===== src/core/afe_mode_cfg.svh =====
`ifndef AFE_MODE_CFG_SVH
`define AFE_MODE_CFG_SVH
// command width and mode field
`define CMD_BITS         8
`define MODE_LSB         0
`define MODE_MSB         2
// mode codes
`define MODE_SHUTDOWN    3'h0
`define MODE_IDLE        3'h1
`define MODE_RX          3'h2
`define MODE_TX          3'h3
`define MODE_XCVR        3'h4
`define MODE_STANDBY     3'h5
// system clock period in ns
`define CLK_PERIOD_NS    10
// delays in microseconds, cycles rounded down is exact here
`define WAKE_LONG_US     40
`define WAKE_RX_US       20
`define WAKE_IDLE_US     10
`define RECOVER_US       10
`define WAKE_LONG_CYC    ((`WAKE_LONG_US * 1000) / `CLK_PERIOD_NS)
`define WAKE_RX_CYC      ((`WAKE_RX_US * 1000) / `CLK_PERIOD_NS)
`define WAKE_IDLE_CYC    ((`WAKE_IDLE_US * 1000) / `CLK_PERIOD_NS)
`define RECOVER_CYC      ((`RECOVER_US * 1000) / `CLK_PERIOD_NS)
// least chip select high time between writes
`define CS_HIGH_NS       80
`define CS_HIGH_CYC      ((`CS_HIGH_NS + `CLK_PERIOD_NS - 1) / `CLK_PERIOD_NS)
// host serial clock divider: reload count, half period is this plus one system cycles
`define SCLK_HALF_CYC    7
// reset value of the mode latch
`define MODE_RESET       3'h0
`endif


===== src/core/afe_mode_pkg.sv =====
package afe_mode_pkg;
   // operating modes
   typedef enum logic [2:0] {
      mode_shutdown = 3'h0,
      mode_idle     = 3'h1,
      mode_rx       = 3'h2,
      mode_tx       = 3'h3,
      mode_xcvr     = 3'h4,
      mode_standby  = 3'h5
   } op_mode_t;
   // host sequencer states
   typedef enum {
      h_idle,
      h_select,
      h_low,
      h_high,
      h_release,
      h_gap
   } host_state_t;
endpackage


===== src/core/afe_serial_if.sv =====
`timescale 1ns/1ps
`default_nettype none
// three-wire write-only control link
interface afe_serial_if;
   logic cs_n;   // chip select, active low
   logic sclk;   // serial clock from host
   logic din;    // serial data, msb first
   modport device (input cs_n, input sclk, input din);
   modport host (output cs_n, output sclk, output din);
endinterface
`default_nettype wire


===== src/core/afe_serial_mode_control.sv =====
// The implementer's own choices: the placing of the registers and register access over Avalon-MM.
`timescale 1ns/1ps
`default_nettype none
`include "afe_mode_cfg.svh"
module afe_serial_mode_control
   import afe_mode_pkg::*;
(
   input  wire logic        clk_sys,         // system clock
   input  wire logic        reset,           // synchronous, active high
   afe_serial_if.device     link,            // serial control link
   input  wire logic        conv_clk_static, // conversion clock held still
   input  wire logic [7:0]  adc_word,        // newest converted word
   input  wire logic        adc_word_valid,  // new word strobe
   output logic [2:0]       mode,            // latched operating mode
   output logic             ref_on,          // reference powered
   output logic             clk_dist_on,     // clock distribution powered
   output logic             adc_on,          // pipeline adcs powered
   output logic             dac_on,          // dacs powered
   output logic [7:0]       adc_output_bus,  // adc bus data
   output logic             adc_bus_oe,      // adc bus driven
   output logic             dac_data_clear,  // pulse: drop stored dac data
   output logic             converters_ready // wake or recovery done
);
   // complete state of the device end
   typedef struct packed {
      logic [1:0]  cs_sync;    // chip select synchroniser
      logic [1:0]  sclk_sync;  // serial clock synchroniser
      logic [1:0]  din_sync;   // data synchroniser
      logic        sclk_prev;  // last synced serial clock
      logic        cs_prev;    // last synced chip select
      logic [7:0]  shift;      // input shift register
      logic [3:0]  nbits;      // bits taken in this frame
      logic [2:0]  mode;       // mode latch
      logic [7:0]  held_word;  // last converted word
      logic [15:0] wait_cnt;   // wake or recovery countdown
      logic        clear;      // dac clear pulse
   } dev_state_t;

   dev_state_t st;       // registered state
   dev_state_t next_st;  // next state

   logic       sclk_rise;   // rising serial clock edge
   logic       cs_fall;     // frame start
   logic       cs_rise;     // frame end
   logic [2:0] new_mode;    // mode carried by a full frame
   logic [15:0] delay;      // delay for the transition

   // delay for a move from one mode to another
   function automatic logic [15:0] pick_delay(input logic [2:0] from,
                                              input logic [2:0] to,
                                              input logic       stat);
      logic active_to;
      logic active_from;
      active_to   = (to == `MODE_RX) || (to == `MODE_TX) || (to == `MODE_XCVR);
      active_from = (from == `MODE_RX) || (from == `MODE_TX) || (from == `MODE_XCVR);
      pick_delay  = 16'h0;
      if (!active_to) begin
         pick_delay = 16'h0;
      end else if (active_from) begin
         pick_delay = 16'((from == to) ? 0 : `RECOVER_CYC);
      end else if (from == `MODE_SHUTDOWN) begin
         pick_delay = 16'((to == `MODE_RX) ? `WAKE_RX_CYC : `WAKE_LONG_CYC);
      end else if (from == `MODE_IDLE) begin
         pick_delay = 16'(stat ? `WAKE_LONG_CYC : `WAKE_IDLE_CYC);
      end else begin
         pick_delay = 16'(`WAKE_LONG_CYC);
      end
   endfunction

   // edge detection on synchronised link signals
   always_comb begin
      sclk_rise = st.sclk_sync[1] && !st.sclk_prev;
      cs_fall   = !st.cs_sync[1] && st.cs_prev;
      cs_rise   = st.cs_sync[1] && !st.cs_prev;
      new_mode  = st.shift[`MODE_MSB:`MODE_LSB];
      delay     = pick_delay(st.mode, new_mode, conv_clk_static);
   end

   // next state
   always_comb begin
      next_st = st;
      next_st.cs_sync   = {st.cs_sync[0], link.cs_n};
      next_st.sclk_sync = {st.sclk_sync[0], link.sclk};
      next_st.din_sync  = {st.din_sync[0], link.din};
      next_st.sclk_prev = st.sclk_sync[1];
      next_st.cs_prev   = st.cs_sync[1];
      next_st.clear     = 1'b0;
      // hold last converted word while adcs run
      if (adc_word_valid && adc_on) begin
         next_st.held_word = adc_word;
      end
      // countdown toward converters ready
      if (st.wait_cnt != 16'h0) begin
         next_st.wait_cnt = st.wait_cnt - 16'h1;
      end
      // serial port, alive in every mode
      if (cs_fall) begin
         next_st.nbits = 4'h0;
      end else if (!st.cs_sync[1] && sclk_rise && st.nbits != 4'(`CMD_BITS)) begin
         next_st.shift = {st.shift[6:0], st.din_sync[1]};
         next_st.nbits = st.nbits + 4'h1;
      end
      // latch a full frame at chip select rise
      if (cs_rise) begin
         if (st.nbits == 4'(`CMD_BITS)) begin
            next_st.mode     = new_mode;
            next_st.wait_cnt = delay;
            if (st.mode == `MODE_SHUTDOWN && new_mode != `MODE_SHUTDOWN) begin
               next_st.clear = 1'b1;
            end
         end
         next_st.nbits = 4'h0;
      end
   end

   // register the state
   always_ff @(posedge clk_sys) begin
      if (reset) begin
         st <= '0;
         st.cs_sync   <= 2'h3;
         st.cs_prev   <= 1'b1;
         st.mode      <= `MODE_RESET;
      end else begin
         st <= next_st;
      end
   end

   // mode decode to power and bus controls
   always_comb begin
      mode        = st.mode;
      ref_on      = 1'b0;
      clk_dist_on = 1'b0;
      adc_on      = 1'b0;
      dac_on      = 1'b0;
      unique case (st.mode)
         `MODE_SHUTDOWN: ref_on = 1'b0;
         `MODE_IDLE:     begin ref_on = 1'b1; clk_dist_on = 1'b1; end
         `MODE_RX:       begin ref_on = 1'b1; clk_dist_on = 1'b1; adc_on = 1'b1; end
         `MODE_TX:       begin ref_on = 1'b1; clk_dist_on = 1'b1; dac_on = 1'b1; end
         `MODE_XCVR:     begin
            ref_on = 1'b1;
            clk_dist_on = 1'b1;
            adc_on = 1'b1;
            dac_on = 1'b1;
         end
         `MODE_STANDBY:  ref_on = 1'b1;
         default:        ref_on = 1'b0;                         // codes 110, 111
      endcase
   end

   // outputs
   assign adc_output_bus   = st.held_word;
   assign adc_bus_oe       = adc_on;
   assign dac_data_clear   = st.clear;
   assign converters_ready = (adc_on || dac_on) && (st.wait_cnt == 16'h0);
endmodule
`default_nettype wire


===== src/flat_wrapper.sv =====
// flat-port wrapper written by rule: the top's interface ports become plain ports
module afe_serial_mode_control_flat import afe_mode_pkg::*;
  (clk_sys, reset, conv_clk_static, adc_word, adc_word_valid, mode, ref_on, clk_dist_on, adc_on, dac_on, adc_output_bus, adc_bus_oe, dac_data_clear, converters_ready, link_cs_n, link_sclk, link_din);
  afe_serial_if link_i ();
  input  wire logic clk_sys;
  input  wire logic reset;
  input  wire logic conv_clk_static;
  input  wire logic [7:0] adc_word;
  input  wire logic adc_word_valid;
  output logic [2:0] mode;
  output logic ref_on;
  output logic clk_dist_on;
  output logic adc_on;
  output logic dac_on;
  output logic [7:0] adc_output_bus;
  output logic adc_bus_oe;
  output logic dac_data_clear;
  output logic converters_ready;
  input wire logic [$bits(link_i.cs_n)-1:0] link_cs_n;
  input wire logic [$bits(link_i.sclk)-1:0] link_sclk;
  input wire logic [$bits(link_i.din)-1:0] link_din;
  assign link_i.cs_n = link_cs_n;
  assign link_i.sclk = link_sclk;
  assign link_i.din = link_din;
  afe_serial_mode_control u_core (.clk_sys(clk_sys), .reset(reset), .link(link_i), .conv_clk_static(conv_clk_static), .adc_word(adc_word), .adc_word_valid(adc_word_valid), .mode(mode), .ref_on(ref_on), .clk_dist_on(clk_dist_on), .adc_on(adc_on), .dac_on(dac_on), .adc_output_bus(adc_output_bus), .adc_bus_oe(adc_bus_oe), .dac_data_clear(dac_data_clear), .converters_ready(converters_ready));
endmodule

===== config.mk =====
export PLATFORM = sky130hd
export DESIGN_NAME = afe_serial_mode_control_flat
export DESIGN_NICKNAME = d
export VERILOG_FILES = /design/src/core/afe_mode_pkg.sv /design/src/core/afe_serial_if.sv /design/src/core/afe_serial_mode_control.sv /design/src/flat_wrapper.sv
export VERILOG_INCLUDE_DIRS = /design/src /design/src/core
export SDC_FILE = /design/constraint.sdc
export NUM_CORES = 1
export LEC_CHECK = 0
export BUFFER_PORTS_ARGS = -buffer_cell sky130_fd_sc_hd__buf_2
export CAP_MARGIN = 20
export CORE_MARGIN = 1.5
export CORE_UTILIZATION = 35
export CTS_CLUSTER_DIAMETER = 80
export DETAILED_ROUTE_END_ITERATION = 8
export HOLD_SLACK_MARGIN = 0.15
export PLACE_DENSITY = 0.51
export SYNTH_ARGS = -nofsm -noshare
export SYNTH_HDL_FRONTEND = slang
export SYNTH_SLANG_ARGS = --single-unit

===== constraint.sdc =====
create_clock -name clk_sys -period 2.85 [get_ports clk_sys]
set_clock_uncertainty 0.2 [all_clocks]
set_input_delay 0.285 -clock clk_sys [delete_from_list [all_inputs] [get_ports clk_sys]]
set_output_delay 0.285 -clock clk_sys [all_outputs]
set_load 0.02 [all_outputs]

* Yosys cells after proc, flatten, opt, wreduce, memory -nomap -nowiden *
Cells that the tools add are included.

word-level totals
  flip-flop bits (word level) = 43
  input port bits = 15
  output and inout bits = 18

cells by class
  add/subtract/negate cells = 2
  equality and inequality tests = 11
  muxes and demuxes = 15
  bitwise operators = 3
  reductions and logical operators = 28

operators with widths
  operator                                            count
  two-way mux 16 bit                                  5
  two-way mux 17 bit                                  2
  two-way mux 12 bit                                  2
  zero test 16 bit                                    1
  nonzero test 16 bit                                 1
  subtractor 16 x 1 -> 16 bit, second input constant  1
  == test 3 x 2 -> 1 bit, second input constant       4
  two-way mux 10 bit                                  1
  == test 3 bit, second input constant                3
  logical AND 1 bit                                   8
  OR reduction 3 bit                                  2
  logical OR 1 bit                                    5
  two-way mux 1 bit                                   5
  OR reduction 5 bit                                  1
  adder 4 x 1 -> 4 bit, second input constant         1
  == test 4 bit, second input constant                1
  inequality test 4 bit, second input constant        1
  AND reduction 2 bit                                 2
  OR reduction 2 bit                                  2
  OR reduction 4 bit                                  1
  == test 3 x 1 -> 1 bit, second input constant       1
  == test 3 bit                                       1
  zero test 1 bit                                     3
  zero test 3 bit                                     1
  2 further kinds                                     4

* Depth between registers and ports, before layout *
Gate-level depths: netlist of the first run.

  word-level depth = 7
  depth in mapped cells = 8
  mapped depth without buffers = 7

* Worst setup path before layout of the first run *
Ideal clock, no wire load.

  path type = register to output
  start point = register u_core.st[1] (netlist bit)
  end point = output port converters_ready
  data arrival time = 1.973 ns
  data required time = 2.365 ns
  setup slack = 0.392 ns
  stages on the path, launching flop included = 7
  buffers on the path = 1
  path through = dfxtp_1 > inv_1 > ha_1 > or4b_4 > or4b_4 > buf_6 > a21oi_1

on the way
  word-level cells in the longest chain between the ends = 2

RTL lines
  element                 RTL line                        RTL
  start, declared         afe_serial_mode_control.sv:39   dev_state_t st;
  start signal, assigned  afe_serial_mode_control.sv:124  st <= next_st;
  zero test 16 bit        afe_serial_mode_control.sv:155  assign converters_ready = (adc_on || dac_on) && (st.wait_cnt == 16'h0);
  logical AND 1 bit       afe_serial_mode_control.sv:155
  end, declared           flat_wrapper.sv:18              output logic converters_ready;

Every way passes these cells.

* Worst setup path in the final report of the first run *
Same ends and word-level chain as after synthesis.

==> results of run 1 <==
-- synth_stat cells (all sizes together), types with 4 or more instances --
| cell type | instances | area, um2 |
|---|---|---|
| nand2 | 10 | 37.5 |
| nor2 | 30 | 113 |
| ha | 4 | 50.1 |
| nor4 | 5 | 31.3 |
| dfxtp | 43 | 861 |
| nor3 | 8 | 40.0 |
| o21ai | 10 | 50.0 |
| nand2b | 6 | 37.5 |
| xor2 | 5 | 51.3 |
| nand3 | 6 | 35.0 |
| clkbuf | 7 | 26.3 |
| inv | 6 | 22.5 |
| xnor2 | 10 | 87.6 |
| buf | 14 | 106 |
| mux2i | 11 | 110 |
| nor2b | 6 | 37.5 |
| a21oi | 8 | 40.0 |
| nand3b | 4 | 42.5 |
| or2 | 4 | 25.0 |
-- per-layer routing --
metal  vias up  track usage, %
met2        33            22.3
met3         7            3.72
met1       714            15.7
met5         -               0
met4         0            6.43
li1        796               -
-- per-stage QoR --
| step | cells | util, % | hold slack [ns] |
|---|---|---|---|
| finish | 324 | 43.0 | 0.162 |
| detailed placement | 305 | 38.5 | 0.198 |
| global placement | 305 | 38.5 | 0.193 |
| global route | 324 | 43.0 | 0.204 |
| floorplan | 221 | - | 0.189 |
| CTS | 324 | 43.0 | 0.166 |
-- cell type report --
class	instances	area (um2)	share of cell area [%]
well taps	72	90.1	3.80
clock buffers	5	68.8	2.91
inverters	6	22.5	0.951
clock inverters	3	67.6	2.85
flip-flops and latches	43	861	36.3
multi-input cells	151	981	41.4
repair buffers	44	278	11.7
-- final timing paths --
check / start / depth (start not counted) / slack (ns) / endpoint
setup reg to reg: u_core.st[1] / 7 / 0.55 / u_core.st[4]
hold / removal: reset / 2 / 0.16 / u_core.adc_output_bus[0]
setup / recovery: u_core.st[1] / 6 / 0.12 / converters_ready
hold reg to reg: u_core.next_st[47] / 1 / 0.22 / u_core.next_st[40]
-- logic make-up after synthesis --
group	share of synthesized area [%]
flip-flops	43.1
AND/OR/NAND/NOR	25.4
buffers and inverters	7.77
adder cells (fa/ha/maj)	2.51
multiplexers	5.51
AO/OA/AOI/OAI	8.71
XOR/XNOR	6.95
-- state kept, by name, summed over array words and instances (netlist names) --
name and cells:
u_core.new_mode 3, u_core.dac_data_clear 1, u_core.mode 3, u_core.next_st 5, u_core.st 23, u_core.adc_output_bus 8
-- power by group through the flow --
stage	combinational, uW	clock [uW]	sequential [uW]
global route	808	614	811
CTS	716	590	794
detailed placement	694	0	808
finish	710	569	795
global placement	704	0	807
floorplan	612	0	787
==> impl_metrics.json, run 1 <==
{
  "portBuffers": 32,
  "postSynthRegisterBits": 43,
  "worst-slew-pin-transition_ns": 0.598,
  "place_area_um2": 2120,
  "p_leak_uw": 0.000927,
  "cts.sinks": 43,
  "chipWidth_um": 78.5,
  "dr_total_vias": 1550,
  "die_y_um": 78.5,
  "insertion_delay_ns": 0.30,
  "synth.distinct_cells": 42,
  "wl_met2_mm": 1.75,
  "async_reset_ff_share_pct": 0,
  "holdCritPathClass": "input port to register",
  "combPwrFrac_pct": 34.2,
  "netlist_instances": 221,
  "setup_viol": 0,
  "yosysSeqAreaShare_pct": 43.1,
  "drt-total-wl_mm": 3.69,
  "power_uw": 2070,
  "endpoint_kind": "primary output",
  "viasPerCell": 4.78,
  "max_freq_mhz": 366,
  "crit_chain": "inv_1 > ha_1 > or4b_4 > or4b_4 > a21oi_1 > buf_2",
  "dr_wl_met3_um": 150,
  "fp-row-count": 27,
  "final-max-slew-violation-count": 0,
  "die-area_um2": 6170,
  "hold_violations": 0,
  "syn2layout_area_growth_pct": 18.6,
  "start_util_pct": 36.3,
  "cp_top_family": "simple AND/OR/NAND/NOR gates",
  "ctsResizeCount": 0,
  "ir_worst_vdd_v": 0.000333,
  "cts_tree": "done",
  "clock_path_buffers": 2,
  "crit_path_frequent_cell": "or4b_4",
  "yosys_warnings": 0,
  "layout.nets": 270,
  "layout-drive-gt1-share_pct": 20.2,
  "synth_edf_count": 0,
  "fin_ws_ns": 0.121,
  "hold_buffers": 11,
  "ant_nets": 0,
  "core_area_um2": 5510,
  "grt_pass1_vias": 1484,
  "post-route-period-util_pct": 95.8,
  "finalSetupTns_ns": 0,
  "fin_area_um2": 2370,
  "critPathRequiredTime_ns": 2.37,
  "p_sw_uw": 682,
  "wl_per_cell_um": 11.4,
  "start_kind": "register",
  "seqPwrFrac_pct": 38.3,
  "syn_area_per_cell_um2": 9.04,
  "path_buf_inv": 2,
  "gp_congestion": 0.750,
  "root_buffer": "clkbuf_8",
  "hpwl_mm": 2.51,
  "dpl_worst_slack_ns": 0.445,
  "postCtsSetupBuffers": 0,
  "nFillCells": 556,
  "syn_area_um2": 2000,
  "crit_type": "register to primary output",
  "cts_buffers": 5,
  "switching_share_pct": 32.9,
  "drcViolationCount": 0,
  "min_period_ns": 2.73,
  "dr.pass1.iters": 4,
  "grt_pass1_wl_mm": 6.47,
  "htree_levels": 2,
  "mostFrequentLayoutCells": "dfxtp_1 (43), buf_2 (32), nor2_1 (30), mux2i_1 (11), dlygate4sd3_1 (11)",
  "slowest_delay_ns": 0.61,
  "clkPwrFrac_pct": 27.4,
  "power_density_nw_per_um2": 875,
  "ioPinCount": 33,
  "gr-total-overflow": 0,
  "cell_internal_pwr_uw": 1390,
  "worstPathMaxFanout": 7,
  "grt_max_degree": 24,
  "insertedDiodeCount": 0,
  "maxSlewHeadroom_pct": 59.8,
  "rsz0062_at_grt": "false",
  "track_usage_pct": 13.4,
  "final_common_cell": "dfxtp_1",
  "drv_cap": 0,
  "synth_nets": 240,
  "status": "finished, final reports clean",
  "drtIter0Drc": 75,
  "clk_pin_slew_ns": 0.09,
  "slowest_stage": "or4b_4",
  "wl_met1_mm": 1.73,
  "antenna_found_initial": 0,
  "top_layer_used": "met4",
  "ys.flop_type": "dfxtp_1",
  "arrival_ns": 2.24
}
No activity file was read; power rests on OpenSTA's default activity.
==> run 2, diff against run 1 <==
==> constraint.sdc (replaced) <==
create_clock -name clk_sys -period 2.7 [get_ports clk_sys]
set_clock_uncertainty 0.2 [all_clocks]
set_input_delay 0.27 -clock clk_sys [delete_from_list [all_inputs] [get_ports clk_sys]]
set_output_delay 0.27 -clock clk_sys [all_outputs]
set_load 0.02 [all_outputs]
==> impl_metrics.json, run 2 (synthesized netlist as in run 1, its figures left out) <==
{
  "gp_congestion": 0.732,
  "antenna_found_initial": 0,
  "holdCritPathClass": "input port to register",
  "power_density_nw_per_um2": 906,
  "place_area_um2": 2120,
  "final-max-slew-violation-count": 0,
  "gr-total-overflow": 0,
  "insertion_delay_ns": 0.30,
  "htree_levels": 2,
  "crit_type": "register to primary output",
  "ioPinCount": 33,
  "crit_chain": "inv_1 > ha_1 > or4b_4 > or4b_4 > a21oi_2 > buf_4",
  "die-area_um2": 6170,
  "fin_ws_ns": 0.112,
  "grt_pass1_vias": 1522,
  "final_common_cell": "dfxtp_1",
  "nFillCells": 557,
  "ir_worst_vdd_v": 0.000430,
  "root_buffer": "clkbuf_8",
  "regMostFlops": "u_core.st",
  "die_y_um": 78.5,
  "start_util_pct": 36.3,
  "dr_total_vias": 1553,
  "clock_path_buffers": 2,
  "seqPwrFrac_pct": 39.4,
  "syn2layout_area_growth_pct": 18.3,
  "cts.sinks": 43,
  "worstPathMaxFanout": 3,
  "largest_reg_flops": 23,
  "worst-slew-pin-transition_ns": 0.625,
  "p_sw_uw": 745,
  "layout-drive-gt1-share_pct": 21.3,
  "crit_path_frequent_cell": "or4b_4",
  "p_leak_uw": 0.000922,
  "seq_area_um2": 862,
  "hpwl_mm": 2.59,
  "fin_area_um2": 2360,
  "cts_tree": "done",
  "dpl_worst_slack_ns": 0.293,
  "combPwrFrac_pct": 36.5,
  "critPathRequiredTime_ns": 2.23,
  "cts_buffers": 5,
  "endpoint_kind": "primary output",
  "layout.nets": 271,
  "switching_share_pct": 34.8,
  "drv_cap": 0,
  "clkPwrFrac_pct": 24.1,
  "dp_cells": 305,
  "max_freq_mhz": 386,
  "min_period_ns": 2.59,
  "start_kind": "register",
  "portBuffers": 32,
  "mostFrequentLayoutCells": "dfxtp_1 (42), buf_2 (31), nor2_1 (30), mux2i_1 (11), dlygate4sd3_1 (11)",
  "fp-row-count": 27,
  "ant_nets": 0,
  "hold-worst-slack_ns": 0.153,
  "post-route-period-util_pct": 95.9,
  "drtIter0Drc": 44,
  "arrival_ns": 2.12,
  "grt_max_degree": 24,
  "cell_internal_pwr_uw": 1390,
  "wl_per_cell_um": 11.8,
  "slowest_delay_ns": 0.52,
  "finalSetupTns_ns": 0,
  "cp_top_family": "simple AND/OR/NAND/NOR gates",
  "slowest_stage": "or4b_4",
  "drt-total-wl_mm": 3.85,
  "drcViolationCount": 0,
  "hold_violations": 0,
  "path_buf_inv": 2,
  "final_cells": 325,
  "viasPerCell": 4.78,
  "maxSlewHeadroom_pct": 57.9,
  "chipWidth_um": 78.5,
  "grt_pass1_wl_mm": 6.71,
  "status": "finished, final reports clean",
  "clk_pin_slew_ns": 0.09,
  "setup_viol": 0,
  "track_usage_pct": 13.7,
  "multiInputGateArea_um2": 985,
  "core_area_um2": 5510,
  "insertedDiodeCount": 0,
  "dr.pass1.iters": 4
}
==> run 2: worst reg2reg max path: stages, from the launching register on <==
cell and delay, ns:
dfxtp_2 0.34, inv_1 0.08, ha_1 0.15, or4b_4 0.47, or4b_4 0.52, buf_4 0.19, nand3b_4 0.08, xor2_2 0.15
o22ai_1 0.09
==> run 2: per-stage QoR <==
| step | utilization [%] | total power (uW) |
|---|---|---|
| 6_report | 42.9 | 2140 |
| 3_5_place_dp | 38.5 | 1600 |
| 3_3_place_gp | 38.5 | 1590 |
| 5_1_grt | 42.9 | 2320 |
| 2_1_floorplan | - | 1480 |
| 4_1_cts | 42.8 | 2160 |
==> run 2: repair_timing <==
action / CTS / global route
endpoints found under the hold margin: 11 / 0
gates resized for setup: 0 / 3
buffers inserted: 1 / 0
hold buffers: 11 / 0
pin swaps: 1 / 0
endpoints found under the setup margin: 1 / 1
==> run 2: area by class of cell <==
cell class / instances / area share, %
flip-flops and latches: 43 / 36.5
repair buffers: 45 / 12.2
multi-input cells: 151 / 41.7
clock inverters: 3 / 1.96
well taps: 72 / 3.81
clock buffers: 5 / 2.91
inverters: 6 / 0.953
==> run 2: per-layer routing <==
layer	vias to the layer above	routed length (um)	global-route usage, %
li1	804	-	-
met1	718	1820	16.2
met2	24	1830	23.0
met3	7	128	3.26
met4	0	67	6.61
met5	-	0	0
==> run 2: final timing paths <==
kind              slack, ns                from                       end  cells after the start
setup / recovery       0.11        u_core.st[1]          converters_ready                      6
hold / removal         0.15               reset  u_core.adc_output_bus[4]                      2
setup reg to reg       0.32        u_core.st[1]              u_core.st[4]                      8
hold reg to reg        0.21  u_core.next_st[47]        u_core.next_st[40]                      1
==> run 2: power groups by stage <==
stage | clock [uW] | sequential [uW] | combinational, uW
3_5_place_dp | 0 | 856 | 739
6_report | 515 | 842 | 781
2_1_floorplan | 0 | 831 | 646
3_3_place_gp | 0 | 852 | 742
5_1_grt | 573 | 861 | 886
4_1_cts | 540 | 842 | 777
